==> src/hdl/reload_timer_pkg.sv <==
// constants for the auto-reload timer control block: register addresses,
// control field positions, reset values and clock divider counts.
// assumes an 8-bit special function register port on the core clock.
package reload_timer_pkg;

  // ------------------------------------------------------------------------
  // register addresses
  // ------------------------------------------------------------------------
  localparam logic [7:0] ADDR_CONTROL_STATUS = 8'h91;
  localparam logic [7:0] ADDR_RELOAD_LOW     = 8'h92;
  localparam logic [7:0] ADDR_RELOAD_HIGH    = 8'h93;
  localparam logic [7:0] ADDR_COUNT_LOW      = 8'h94;
  localparam logic [7:0] ADDR_COUNT_HIGH     = 8'h95;

  // ------------------------------------------------------------------------
  // control_status_reg field positions
  // ------------------------------------------------------------------------
  localparam int BIT_HIGH_FLAG     = 7;
  localparam int BIT_LOW_FLAG      = 6;
  localparam int BIT_LOW_IRQ_EN    = 5;
  localparam int BIT_CAPTURE_EN    = 4;
  localparam int BIT_SPLIT         = 3;
  localparam int BIT_RUN           = 2;
  localparam int BIT_ALT_CLK_HI    = 1;
  localparam int BIT_ALT_CLK_LO    = 0;

  // ------------------------------------------------------------------------
  // reset values
  // ------------------------------------------------------------------------
  localparam logic [7:0] RESET_CONTROL = 8'h00;
  localparam logic [7:0] RESET_RELOAD  = 8'h00;
  localparam logic [7:0] RESET_COUNT   = 8'h00;

  // ------------------------------------------------------------------------
  // alternate clock encodings and divider counts
  // ------------------------------------------------------------------------
  localparam logic [1:0] ALT_CORE_DIV12 = 2'h0;
  localparam logic [1:0] ALT_EXT_DIV8   = 2'h1;
  localparam logic [1:0] ALT_RESERVED   = 2'h2;
  localparam logic [1:0] ALT_LFO_DIV8   = 2'h3;
  localparam int         CORE_DIVIDE    = 12;
  localparam int         PIN_DIVIDE     = 8;
  localparam logic [7:0] BYTE_ALL_ONES  = 8'hff;

endpackage

==> src/hdl/auto_reload_timer_control.sv <==
// 16-bit auto-reload timer with split 8-bit mode, low-frequency oscillator
// capture, overflow flags and interrupt request.
// assumes the register port and enable inputs are on mclk; the external
// clock and oscillator pins are asynchronous and are synchronised here.
//
// How it works
// - high flag sets when the upper count byte overflows past ff.
// - in 16-bit mode high flag sets when full count wraps from ffff to the reload value.
// - a set high flag with timer interrupts enabled raises the interrupt request.
// - flags are cleared only by software writing zero, never by hardware.
// - low flag sets when lower byte wraps, in both modes.
// - low flag also requests interrupt when low-byte enable and interrupts are on.
// - capture enabled: oscillator falling edge copies the count into both reload registers.
// - capture mode with interrupts enabled interrupts on each oscillator falling edge.
// - split bit zero gives one 16-bit counter, one gives two 8-bit counters.
// - in 16-bit mode the counter runs only while run bit is one.
// - in split mode run bit gates only the upper byte; lower byte always runs.
// - alternate select 00 core/12, 01 external/8, 10 reserved, 11 oscillator/8.
// - external and oscillator divided sources are synchronised to the core clock.
// - in split mode alternate select serves both bytes, per-byte select may override.
// - low reload register is read/write, resets to zero.
// - high reload register is read/write, resets to zero.
// - 16-bit wrap loads the combined reload value into the counter.
// - in split mode each byte reloads from its own reload register on overflow.
// - per-byte clock select one uses core clock, zero uses the alternate source.
`timescale 1ns/1ps
`default_nettype none

module auto_reload_timer_control
  import reload_timer_pkg::*;
(
  input  wire  logic       mclk,
  input  wire  logic       reset_n,
  input  wire  logic [7:0] sfr_addr,
  input  wire  logic [7:0] sfr_wdata,
  input  wire  logic       sfr_wr_en,
  input  wire  logic       sfr_rd_en,
  input  wire  logic       timer_irq_enable,
  input  wire  logic       high_byte_clock_select,
  input  wire  logic       low_byte_clock_select,
  input  wire  logic       ext_clock_pin,
  input  wire  logic       low_freq_oscillator,
  output logic [7:0]       sfr_rdata_q,
  output logic             timer_irq_q,
  output logic             high_overflow_pulse_q,
  output logic             low_overflow_pulse_q
);

  // ------------------------------------------------------------------------
  // register state
  // ------------------------------------------------------------------------
  logic       high_overflow_flag_q;
  logic       low_overflow_flag_q;
  logic       low_byte_irq_enable_q;
  logic       lfo_capture_enable_q;
  logic       split_mode_select_q;
  logic       run_control_bit_q;
  logic [1:0] alt_clock_select_q;
  logic [7:0] reload_low_byte_q;
  logic [7:0] reload_high_byte_q;
  logic [7:0] count_low_byte_q;
  logic [7:0] count_high_byte_q;

  // ------------------------------------------------------------------------
  // pin synchronisers and dividers
  // ------------------------------------------------------------------------
  logic       ext_meta_q;
  logic       ext_sync_q;
  logic       ext_prev_q;
  logic       lfo_meta_q;
  logic       lfo_sync_q;
  logic       lfo_prev_q;
  logic [3:0] core_div_q;
  logic [2:0] ext_div_q;
  logic [2:0] lfo_div_q;

  // both pins pass two flops before any edge logic reads them
  always_ff @(posedge mclk or negedge reset_n) begin
    if (!reset_n) begin
      ext_meta_q <= 1'b0;
      ext_sync_q <= 1'b0;
      ext_prev_q <= 1'b0;
      lfo_meta_q <= 1'b0;
      lfo_sync_q <= 1'b0;
      lfo_prev_q <= 1'b0;
    end else begin
      ext_meta_q <= ext_clock_pin;
      ext_sync_q <= ext_meta_q;
      ext_prev_q <= ext_sync_q;
      lfo_meta_q <= low_freq_oscillator;
      lfo_sync_q <= lfo_meta_q;
      lfo_prev_q <= lfo_sync_q;
    end
  end

  // edge detect and divider terminal counts
  wire ext_rise   = ext_sync_q & ~ext_prev_q;
  wire lfo_rise   = lfo_sync_q & ~lfo_prev_q;
  wire lfo_fall   = ~lfo_sync_q & lfo_prev_q;
  wire core_tick  = (core_div_q == 4'(CORE_DIVIDE - 1));
  wire ext_tick   = ext_rise & (ext_div_q == 3'(PIN_DIVIDE - 1));
  wire lfo_tick   = lfo_rise & (lfo_div_q == 3'(PIN_DIVIDE - 1));

  // free-running dividers; 3-bit pin dividers wrap naturally at eight
  always_ff @(posedge mclk or negedge reset_n) begin
    if (!reset_n) begin
      core_div_q <= 4'h0;
      ext_div_q  <= 3'h0;
      lfo_div_q  <= 3'h0;
    end else begin
      core_div_q <= core_tick ? 4'h0 : core_div_q + 4'h1;
      if (ext_rise) begin
        ext_div_q <= ext_div_q + 3'h1;
      end
      if (lfo_rise) begin
        lfo_div_q <= lfo_div_q + 3'h1;
      end
    end
  end

  // ------------------------------------------------------------------------
  // count clock selection
  // ------------------------------------------------------------------------
  logic alt_tick;

  // reserved encoding gives no ticks, so the timer stalls unless a per-byte select is one
  always_comb begin
    case (alt_clock_select_q)
      ALT_CORE_DIV12: alt_tick = core_tick;
      ALT_EXT_DIV8:   alt_tick = ext_tick;
      ALT_LFO_DIV8:   alt_tick = lfo_tick;
      default:        alt_tick = 1'b0;
    endcase
  end

  // per-byte select picks core clock over the shared alternate source
  wire tick_low  = low_byte_clock_select | alt_tick;
  wire tick_high = high_byte_clock_select | alt_tick;

  // ------------------------------------------------------------------------
  // counting, overflow and reload
  // ------------------------------------------------------------------------
  // the low byte clock drives the whole 16-bit counter
  wire step_low   = split_mode_select_q ? tick_low : (tick_low & run_control_bit_q);
  wire step_high  = split_mode_select_q ? (tick_high & run_control_bit_q) : 1'b0;
  wire low_wrap   = step_low & (count_low_byte_q == BYTE_ALL_ONES);
  wire wrap16     = ~split_mode_select_q & low_wrap & (count_high_byte_q == BYTE_ALL_ONES);
  wire split_hi_w = step_high & (count_high_byte_q == BYTE_ALL_ONES);
  wire high_wrap  = wrap16 | split_hi_w;
  wire carry16    = ~split_mode_select_q & low_wrap & ~wrap16;

  // capture sets the high flag so the interrupt follows the edge
  wire capture    = lfo_capture_enable_q & lfo_fall;

  // register write decode
  wire wr_ctrl    = sfr_wr_en & (sfr_addr == ADDR_CONTROL_STATUS);
  wire wr_rl_low  = sfr_wr_en & (sfr_addr == ADDR_RELOAD_LOW);
  wire wr_rl_high = sfr_wr_en & (sfr_addr == ADDR_RELOAD_HIGH);
  wire wr_cnt_low = sfr_wr_en & (sfr_addr == ADDR_COUNT_LOW);
  wire wr_cnt_hi  = sfr_wr_en & (sfr_addr == ADDR_COUNT_HIGH);

  // next count: software write wins over counting in the same cycle
  logic [7:0] count_low_d;
  logic [7:0] count_high_d;
  always_comb begin
    count_low_d  = count_low_byte_q;
    count_high_d = count_high_byte_q;
    if (wrap16) begin
      count_low_d  = reload_low_byte_q;
      count_high_d = reload_high_byte_q;
    end else begin
      if (low_wrap) begin
        count_low_d = split_mode_select_q ? reload_low_byte_q : 8'h00;
      end else if (step_low) begin
        count_low_d = count_low_byte_q + 8'h01;
      end
      if (split_hi_w) begin
        count_high_d = reload_high_byte_q;
      end else if (step_high | carry16) begin
        count_high_d = count_high_byte_q + 8'h01;
      end
    end
    if (wr_cnt_low) begin
      count_low_d = sfr_wdata;
    end
    if (wr_cnt_hi) begin
      count_high_d = sfr_wdata;
    end
  end

  always_ff @(posedge mclk or negedge reset_n) begin
    if (!reset_n) begin
      count_low_byte_q  <= RESET_COUNT;
      count_high_byte_q <= RESET_COUNT;
    end else begin
      count_low_byte_q  <= count_low_d;
      count_high_byte_q <= count_high_d;
    end
  end

  // ------------------------------------------------------------------------
  // reload registers
  // ------------------------------------------------------------------------
  // a capture beats a software write of the same cycle; losing a measurement
  // would corrupt the frequency reading silently
  wire [7:0] reload_low_d  = capture ? count_low_byte_q :
                             (wr_rl_low ? sfr_wdata : reload_low_byte_q);
  wire [7:0] reload_high_d = capture ? count_high_byte_q :
                             (wr_rl_high ? sfr_wdata : reload_high_byte_q);

  always_ff @(posedge mclk or negedge reset_n) begin
    if (!reset_n) begin
      reload_low_byte_q  <= RESET_RELOAD;
      reload_high_byte_q <= RESET_RELOAD;
    end else begin
      reload_low_byte_q  <= reload_low_d;
      reload_high_byte_q <= reload_high_d;
    end
  end

  // ------------------------------------------------------------------------
  // control and status register
  // ------------------------------------------------------------------------
  // hardware only sets the flags; a set in the write cycle wins over a clear
  wire high_flag_d = high_wrap | capture |
                     (wr_ctrl ? sfr_wdata[BIT_HIGH_FLAG] : high_overflow_flag_q);
  wire low_flag_d  = low_wrap |
                     (wr_ctrl ? sfr_wdata[BIT_LOW_FLAG] : low_overflow_flag_q);

  always_ff @(posedge mclk or negedge reset_n) begin
    if (!reset_n) begin
      high_overflow_flag_q  <= RESET_CONTROL[BIT_HIGH_FLAG];
      low_overflow_flag_q   <= RESET_CONTROL[BIT_LOW_FLAG];
      low_byte_irq_enable_q <= RESET_CONTROL[BIT_LOW_IRQ_EN];
      lfo_capture_enable_q  <= RESET_CONTROL[BIT_CAPTURE_EN];
      split_mode_select_q   <= RESET_CONTROL[BIT_SPLIT];
      run_control_bit_q     <= RESET_CONTROL[BIT_RUN];
      alt_clock_select_q    <= RESET_CONTROL[BIT_ALT_CLK_HI:BIT_ALT_CLK_LO];
    end else begin
      high_overflow_flag_q <= high_flag_d;
      low_overflow_flag_q  <= low_flag_d;
      if (wr_ctrl) begin
        low_byte_irq_enable_q <= sfr_wdata[BIT_LOW_IRQ_EN];
        lfo_capture_enable_q  <= sfr_wdata[BIT_CAPTURE_EN];
        split_mode_select_q   <= sfr_wdata[BIT_SPLIT];
        run_control_bit_q     <= sfr_wdata[BIT_RUN];
        alt_clock_select_q    <= sfr_wdata[BIT_ALT_CLK_HI:BIT_ALT_CLK_LO];
      end
    end
  end

  // ------------------------------------------------------------------------
  // read port, interrupt and overflow outputs
  // ------------------------------------------------------------------------
  wire [7:0] control_status_reg = {high_overflow_flag_q, low_overflow_flag_q,
                                   low_byte_irq_enable_q, lfo_capture_enable_q,
                                   split_mode_select_q, run_control_bit_q,
                                   alt_clock_select_q};

  // unmapped addresses read as zero
  wire [7:0] read_mux =
    (sfr_addr == ADDR_CONTROL_STATUS) ? control_status_reg :
    (sfr_addr == ADDR_RELOAD_LOW)     ? reload_low_byte_q  :
    (sfr_addr == ADDR_RELOAD_HIGH)    ? reload_high_byte_q :
    (sfr_addr == ADDR_COUNT_LOW)      ? count_low_byte_q   :
    (sfr_addr == ADDR_COUNT_HIGH)     ? count_high_byte_q  : 8'h00;

  // request is a level from the flags, so it holds until software clears them
  wire irq_d = timer_irq_enable &
               (high_overflow_flag_q | (low_overflow_flag_q & low_byte_irq_enable_q));

  always_ff @(posedge mclk or negedge reset_n) begin
    if (!reset_n) begin
      sfr_rdata_q           <= 8'h00;
      timer_irq_q           <= 1'b0;
      high_overflow_pulse_q <= 1'b0;
      low_overflow_pulse_q  <= 1'b0;
    end else begin
      if (sfr_rd_en) begin
        sfr_rdata_q <= read_mux;
      end
      timer_irq_q           <= irq_d;
      high_overflow_pulse_q <= high_wrap;
      low_overflow_pulse_q  <= low_wrap;
    end
  end
endmodule

`default_nettype wire

==> config.mk <==
export PLATFORM = sky130hd
export DESIGN_NAME = auto_reload_timer_control
export DESIGN_NICKNAME = d
export VERILOG_FILES = /design/src/hdl/reload_timer_pkg.sv /design/src/hdl/auto_reload_timer_control.sv
export SDC_FILE = /design/constraint.sdc
export NUM_CORES = 1
export LEC_CHECK = 0
export ABC_AREA = 1
export BUFFER_PORTS_ARGS = -buffer_cell sky130_fd_sc_hd__buf_4
export CAP_MARGIN = 20
export CORE_MARGIN = 1.5
export CORE_UTILIZATION = 30
export CTS_BUF_LIST = sky130_fd_sc_hd__clkbuf_4 sky130_fd_sc_hd__clkbuf_8
export DETAILED_ROUTE_END_ITERATION = 7
export SLEW_MARGIN = 30
export SYNTH_ARGS = -nofsm -noshare
export SYNTH_HDL_FRONTEND = slang
export SYNTH_SLANG_ARGS = --single-unit
==> constraint.sdc <==
create_clock -name mclk -period 1.71 [get_ports mclk]
set_input_delay 0.171 -clock mclk [delete_from_list [all_inputs] [get_ports mclk]]
set_output_delay 0.171 -clock mclk [all_outputs]
set_load 0.005 [all_outputs]
# [Word-level counts from Yosys, hierarchy flattened]
# Cells that the tools add are included.
[totals] ff_bits=67 inputBits=25 output_inout_bits=11 wordCells=103
[classes] add_sub_neg=5 eq_ne=12 muxes=24 n_bitwise=33 n_reduce_logical=5
[op_table] cell="$mux W8" n=18
[op_table] cell="$eq A8 B8 Y1 const B" n=7
[op_table] cell="$and A1 B1 Y1" n=20
[op_table] cell="$add A8 B1 Y8 const B" n=2
[op_table] cell="$or A1 B1 Y1" n=8
[op_table] cell="$reduce_bool A4 Y1" n=2
[op_table] cell="$add A3 B1 Y3 const B" n=2
[op_table] cell="$eq A3 B3 Y1 const B" n=2
[op_table] cell="$not A1 Y1" n=5
[op_table] cell="$add A4 B1 Y4 const B" n=1
[op_table] cell="$eq A4 B4 Y1 const B" n=1
[op_table] cell="$mux W1" n=4
[op_table] cell="$mux W4" n=1
[op_table] cell="$reduce_bool A2 Y1" n=2
[op_table] cell="$pmux W1 S3" n=1
[op_table] cell="$eq A2 B1 Y1 const B" n=1
[op_table] cell="$eq A2 B2 Y1 const B" n=1
[op_table] cell="$logic_not A2 Y1" n=1

# [Depth between registers and ports, before layout]
[depth] depth_word=17 mapped_depth=14 mapped_depth_nobuf=14

# [Worst setup path after synthesis]
# No wires, ideal clock.
[synth_path] path_type="register to register" from="register ext_div_q[0]" to="register count_high_byte_q[7]" setup_time_ns=0.116 arrival_time_ns=1.622 required_time_ns=1.594 path_slack_ns=-0.028 path_stages_with_launch=12 n_path_buf=1 synth_period_minus_slack_ns=1.738 cell_sequence="dfrtp_1 ha_1 ha_1 nand3_1 nand4_2 a21oi_1 o21ai_2 inv_2 buf_6 a21oi_2 nand2_1 nand2_1"
[synth_via] elab_chain_cells=13 word_cells_on_any_way=20 classes_between="eq/ne (1); mux (6); bitwise (12); reduce/logical (1)"
[synth_lines] element="start, declared" line="auto_reload_timer_control.sv:74" source="logic [2:0] ext_div_q;"
[synth_lines] element="start signal, assigned" line="auto_reload_timer_control.sv:113" source="ext_div_q <= ext_div_q + 3'h1;"
[synth_lines] element="$eq A3 B3 Y1 *" line="auto_reload_timer_control.sv:101" source="wire ext_tick = ext_rise & (ext_div_q == 3'(PIN_DIVIDE - 1));"
[synth_lines] element="$and A1 B1 Y1 *" line="auto_reload_timer_control.sv:101"
[synth_lines] element="$pmux W1 S3 *" line="auto_reload_timer_control.sv:128" source="case (alt_clock_select_q)"
[synth_lines] element="$or A1 B1 Y1" line="auto_reload_timer_control.sv:137" source="wire tick_low = low_byte_clock_select | alt_tick;"
[synth_lines] element="$and A1 B1 Y1" line="auto_reload_timer_control.sv:144" source="wire step_low = split_mode_select_q ? tick_low : (tick_low & run_control_bit_q);"
[synth_lines] element="$mux W1" line="auto_reload_timer_control.sv:144"
[synth_lines] element="$and A1 B1 Y1" line="auto_reload_timer_control.sv:146" source="wire low_wrap = step_low & (count_low_byte_q == BYTE_ALL_ONES);"
[synth_lines] element="$and A1 B1 Y1" line="auto_reload_timer_control.sv:147, auto_reload_timer_control.sv:150"
[synth_lines] element="$and A1 B1 Y1" line="auto_reload_timer_control.sv:147" source="wire wrap16 = ~split_mode_select_q & low_wrap & (count_high_byte_q == BYTE_ALL_ONES);"
[synth_lines] element="$not A1 Y1" line="auto_reload_timer_control.sv:150" source="wire carry16 = ~split_mode_select_q & low_wrap & ~wrap16;"
[synth_lines] element="$and A1 B1 Y1" line="auto_reload_timer_control.sv:150"
[synth_lines] element="$or A1 B1 Y1" line="auto_reload_timer_control.sv:179" source="end else if (step_high | carry16) begin"
[synth_lines] element="$reduce_bool A4 Y1 (no source line)"
[synth_lines] element="end signal, assigned" line="auto_reload_timer_control.sv:197" source="count_high_byte_q <= count_high_d;"
[synth_lines] element="end, declared" line="auto_reload_timer_control.sv:62" source="logic [7:0] count_high_byte_q;"
# Mark *: on every way between the ends. The rest lies on a longest branch, timed or not.
# A chain may end at the register's enable or synchronous reset.

# [Worst setup path in the final report]
[layout_path] from="register core_div_q[1]" to="register count_high_byte_q[3]"
[layout_via] elab_chain_cells=12 word_cells_on_any_way=19 classes_between="eq/ne (1); mux (6); bitwise (11); reduce/logical (1)"
[layout_lines] element="start, declared" line="auto_reload_timer_control.sv:73" source="logic [3:0] core_div_q;"
[layout_lines] element="start signal, assigned" line="auto_reload_timer_control.sv:111" source="core_div_q <= core_tick ? 4'h0 : core_div_q + 4'h1;"
[layout_lines] element="$eq A4 B4 Y1 *" line="auto_reload_timer_control.sv:100" source="wire core_tick = (core_div_q == 4'(CORE_DIVIDE - 1));"
[layout_lines] element="$pmux W1 S3 *" line="auto_reload_timer_control.sv:128"
[layout_lines] element="$or A1 B1 Y1" line="auto_reload_timer_control.sv:137"
[layout_lines] element="$and A1 B1 Y1" line="auto_reload_timer_control.sv:144"
[layout_lines] element="$mux W1" line="auto_reload_timer_control.sv:144"
[layout_lines] element="$and A1 B1 Y1" line="auto_reload_timer_control.sv:146"
[layout_lines] element="$and A1 B1 Y1" line="auto_reload_timer_control.sv:147, auto_reload_timer_control.sv:150"
[layout_lines] element="$and A1 B1 Y1" line="auto_reload_timer_control.sv:147"
[layout_lines] element="$not A1 Y1" line="auto_reload_timer_control.sv:150"
[layout_lines] element="$and A1 B1 Y1" line="auto_reload_timer_control.sv:150"
[layout_lines] element="$or A1 B1 Y1" line="auto_reload_timer_control.sv:179"
[layout_lines] element="$reduce_bool A4 Y1 (no source line)"
# Marks and branches as above.

==> flow_summary.rst <==
.. list-table::
   :header-rows: 1

   * - Metric
     - Value
   * - Detail Route Antenna Nets
     - 0
   * - Least setup slack across all paths after layout
     - -0.1276 ns
   * - Cells after Synth
     - 531
   * - Number of detailed-routing iterations run before antenna repair
     - 5
   * - Total overflow reported by the global router
     - 0
   * - Number of distinct library cell variants in the gate-level netlist after synthesis
     - 42
   * - Clock transition at the registers of the reported paths
     - 0.07 ns
   * - Clock root buffer
     - sky130_fd_sc_hd__clkbuf_8
   * - Sequential cell area fraction in the yosys report
     - 41.54%
   * - Number of filler cells placed in the layout
     - 1,317
   * - Max Root-Sink Buffers
     - 2
   * - Failing checks
     - setup timing
   * - Type of the worst min-delay path
     - in -> reg
   * - CTS tree
     - yes
   * - Cell-by-cell trace of the critical path
     - ha_2, inv_2, nor2_4, nand3_4, nand4_4, nand3_4, nor2_4, nand2_4, nand2_1, nand3_1, nand2_1, nand2_1
   * - Final setup vio count
     - 17
   * - Die footprint
     - 14,160 um^2
   * - Crit Path Class
     - reg -> reg
   * - Master of the slowest instance on the critical path
     - sky130_fd_sc_hd__dfrtp_1
   * - Placer Congestion
     - 0.9712
   * - Max-slew headroom
     - 70.33%
   * - Cell leakage power
     - 2.752 nW
   * - Clk_skew
     - 0.006628 ns
   * - Kind of launch point of the worst setup path
     - flip-flop
   * - CP most frequent cell
     - sky130_fd_sc_hd__nand2_1
   * - Insertion delay to the later sink of the worst-skew pair
     - 0.38 ns
   * - Drc violations
     - 0
   * - Number of global-route vias before repair
     - 3,957
   * - Area growth, synth to finish
     - 36.98%
   * - Number of storage elements in the synthesis netlist
     - 67
   * - Power density relative to cell area
     - 849.8 nW/um^2
   * - CTS Buf Count
     - 9
   * - Share of cells above drive strength 1
     - 31.30%
   * - Count of port buffers added during placement
     - 35
   * - Vias per inst
     - 4.924
   * - Unrepaired setup endpoints after global routing
     - true
   * - Total routing resource utilization after global routing
     - 20.21%
   * - Kind of end point of the critical path
     - flip-flop
   * - Placed insts
     - 781
   * - Average size of a mapped cell
     - 7.601 um^2
   * - Pin count of the biggest net entering global routing
     - 38
   * - Maximum single-stage delay on the critical path
     - 0.38 ns
   * - Number of nets in the final layout
     - 666
   * - Global-route wire length before repair
     - 21.53 mm
   * - Starting density of the core
     - 30.60%
   * - Io pins
     - 36
   * - Family with the most delay on the worst path
     - simple AND/OR/NAND/NOR gates
   * - Nets in the synthesized netlist
     - 563
   * - Post-route setup TNS
     - -1.420 ns
   * - Height of the die
     - 119.0 um
   * - Antenna violations before repair
     - 0
   * - Status
     - finished, violations left
   * - Mapped Area
     - 4036 um^2
   * - Detailed Place HPWL
     - 10.18 mm
   * - Final Cycle Share
     - 107.5%
   * - Die X-Extent
     - 119.0 um
   * - Post-route minimum period
     - 1.838 ns
   * - Average wire per standard cell
     - 16.56 um
   * - Worst endpoint data arrival time
     - 2.11 ns
   * - Via count of the routed design
     - 4,013
   * - Number of buffers and inverters on the critical path
     - 1
   * - Sink Count
     - 67
   * - Antenna cells
     - 0
   * - Number of DRC markers in iteration 0
     - 277
   * - F_max
     - 544.2 MHz
   * - Final routed wirelength across all metal layers
     - 13.49 mm
   * - Final Hold Slack
     - 0.02742 ns
   * - Max cap viols
     - 0
   * - Site row count
     - 42
   * - Number of slew-limit violations in the final report
     - 0
   * - H-tree levels
     - 3
   * - Endpoint required time on the critical path
     - 1.98 ns
   * - Peak supply drop
     - 440.3 uV
   * - Hold Violations, Final
     - 0
   * - Post-layout instance count excluding filler cells
     - 815
   * - Transition at the pin with the smallest max-transition slack
     - 0.4450 ns
   * - Area of the core
     - 13,190 um^2
   * - YS warnings
     - 0
   * - Internal reg-to-reg setup slack
     - -0.13 ns
   * - Top fanout value on the critical path
     - 8
==> placed cells by master, fill, tap and decap left out, types with 3 or more instances in the layout <==
| cell | count |
|---|---|
| sky130_fd_sc_hd__inv_2 | 10 |
| sky130_fd_sc_hd__nand3_4 | 9 |
| sky130_fd_sc_hd__clkbuf_8 | 11 |
| sky130_fd_sc_hd__nand3_1 | 34 |
| sky130_fd_sc_hd__inv_1 | 56 |
| sky130_fd_sc_hd__o211ai_1 | 9 |
| sky130_fd_sc_hd__nor2_2 | 6 |
| sky130_fd_sc_hd__o21ai_0 | 7 |
| sky130_fd_sc_hd__nand4_4 | 3 |
| sky130_fd_sc_hd__nand2_1 | 171 |
| sky130_fd_sc_hd__buf_4 | 90 |
| sky130_fd_sc_hd__ha_2 | 4 |
| sky130_fd_sc_hd__buf_6 | 6 |
| sky130_fd_sc_hd__xor2_1 | 10 |
| sky130_fd_sc_hd__a22oi_1 | 8 |
| sky130_fd_sc_hd__a21oi_2 | 7 |
| sky130_fd_sc_hd__nor2_1 | 22 |
| sky130_fd_sc_hd__nand3_2 | 13 |
| sky130_fd_sc_hd__dfrtp_1 | 67 |
| sky130_fd_sc_hd__o22ai_1 | 10 |
| sky130_fd_sc_hd__a21oi_1 | 14 |
| sky130_fd_sc_hd__dlygate4sd3_1 | 4 |
| sky130_fd_sc_hd__ha_4 | 3 |
| sky130_fd_sc_hd__nand2_2 | 10 |
| sky130_fd_sc_hd__nand4_1 | 15 |
| sky130_fd_sc_hd__o21ai_1 | 7 |
==> through the flow <==
stage | setup slack (ns) | power [W] | area [um^2] | util (%)
finish | -0.1276 | 0.004699 | 5529 | 41.92
global route | -0.2445 | 0.004976 | 5529 | 41.92
CTS | -0.08708 | 0.004658 | 5368 | 40.69
detailed placement | -0.2362 | 0.002961 | 4873 | 36.95
global placement | -0.2163 | 0.002926 | 4873 | 36.95
floorplan | 0.02090 | 0.002499 | 4056 | -
==> cell type report <==
class	count	area, um^2	area share (%)
Clock inverter	4	72.57	1.313
Multi-Input combinational cell	382	2288	41.39
Tap cell	176	220.2	3.983
Clock buffer	12	158.9	2.874
Timing Repair Buffer	102	823.3	14.89
Inverter	71	284.0	5.137
Timing Repair inverter	1	5.005	0.09052
Sequential cell	67	1677	30.32
==> path summary, 6_finish.rpt <==
path / cells past startpoint / endpoint / from
setup reg to reg: 12 / count_high_byte_q[3] / core_div_q[1]
setup / recovery: 12 / count_high_byte_q[3] / core_div_q[1]
max in group asynchronous: 3 / high_overflow_pulse_q / reset_n
min in group asynchronous: 2 / lfo_div_q[1] / reset_n
hold / removal: 3 / count_low_byte_q[0] / sfr_wdata[0]
hold reg to reg: 0 / lfo_sync_q / lfo_meta_q
==> flip-flops by register name, summed over array words and instances (netlist names), 2 cells and up <==
name	flops
ext_div_q	3
reload_high_byte_q	8
alt_clock_select_q	2
sfr_rdata_q	8
core_div_q	4
count_low_byte_q	8
reload_low_byte_q	8
count_high_byte_q	8
lfo_div_q	3
==> timing repair <==
item / in CTS / in global routing
hold buffers: 4 / 0
cloned: 0 / 1
endpoints found under the hold margin: 33 / 0
buffers inserted: 7 / 7
setup endpoints to repair: 18 / 18
gates resized for setup: 41 / 22
pin swaps: 16 / 20
==> per-layer routing <==
metal | GRT usage, % | vias to the layer above | routed length, um
li1 | - | 1946 | -
met1 | 26.61 | 1893 | 6049
met2 | 30.09 | 137 | 6017
met3 | 5.699 | 37 | 830
met4 | 10.62 | 0 | 597
met5 | 0 | - | 0
==> cells by family after synthesis <==
| kind of cell | share of synthesized area (%) |
|---|---|
| AOI/OAI and AO/OA | 10.45 |
| xor gates and xnor gates | 2.387 |
| adders and majority gates | 2.170 |
| buffers and inverters | 8.463 |
| DFF | 41.54 |
| and+or+nand+nor | 35.00 |
==> power breakdown <==
part           leakage (nW)  switching [W]  internal, W
sequential            0.862       0.000225      0.00181
combinational          1.77       0.000577     0.000515
clock                 0.116       0.000656     0.000914
==> worst register-to-register path, stage by stage, from the launching register on <==
cell and delay, ns:
sky130_fd_sc_hd__dfrtp_1 0.38, sky130_fd_sc_hd__ha_2 0.20, sky130_fd_sc_hd__inv_2 0.06, sky130_fd_sc_hd__nor2_4 0.11, sky130_fd_sc_hd__nand3_4 0.10, sky130_fd_sc_hd__nand4_4 0.11
sky130_fd_sc_hd__nand3_4 0.16, sky130_fd_sc_hd__nor2_4 0.22, sky130_fd_sc_hd__nand2_4 0.12, sky130_fd_sc_hd__nand2_1 0.07, sky130_fd_sc_hd__nand3_1 0.06, sky130_fd_sc_hd__nand2_1 0.09
sky130_fd_sc_hd__nand2_1 0.05
==> synthesized netlist by cell type, drive strengths merged <==
cell     instances  area (um^2)
xnor2            1        8.760
nand2          183        701.9
nand3           56        327.8
a21oi           21        112.6
a22oi            8        60.06
clkinv           3        17.51
o221ai           1        8.760
xor2            10        87.58
or2              2        12.51
ha               7        87.58
o2111ai          1        8.760
nand4           18        140.1
dfrtp           67         1677
o22ai           10        62.56
inv             68        257.8
buf              6        47.54
nor4             1        12.51
nor3             4        47.54
o211ai           9        67.56
nor2            32        170.2
clkbuf           5        18.77
o21ai           18        101.4
Power figures use the tool's default switching activity.
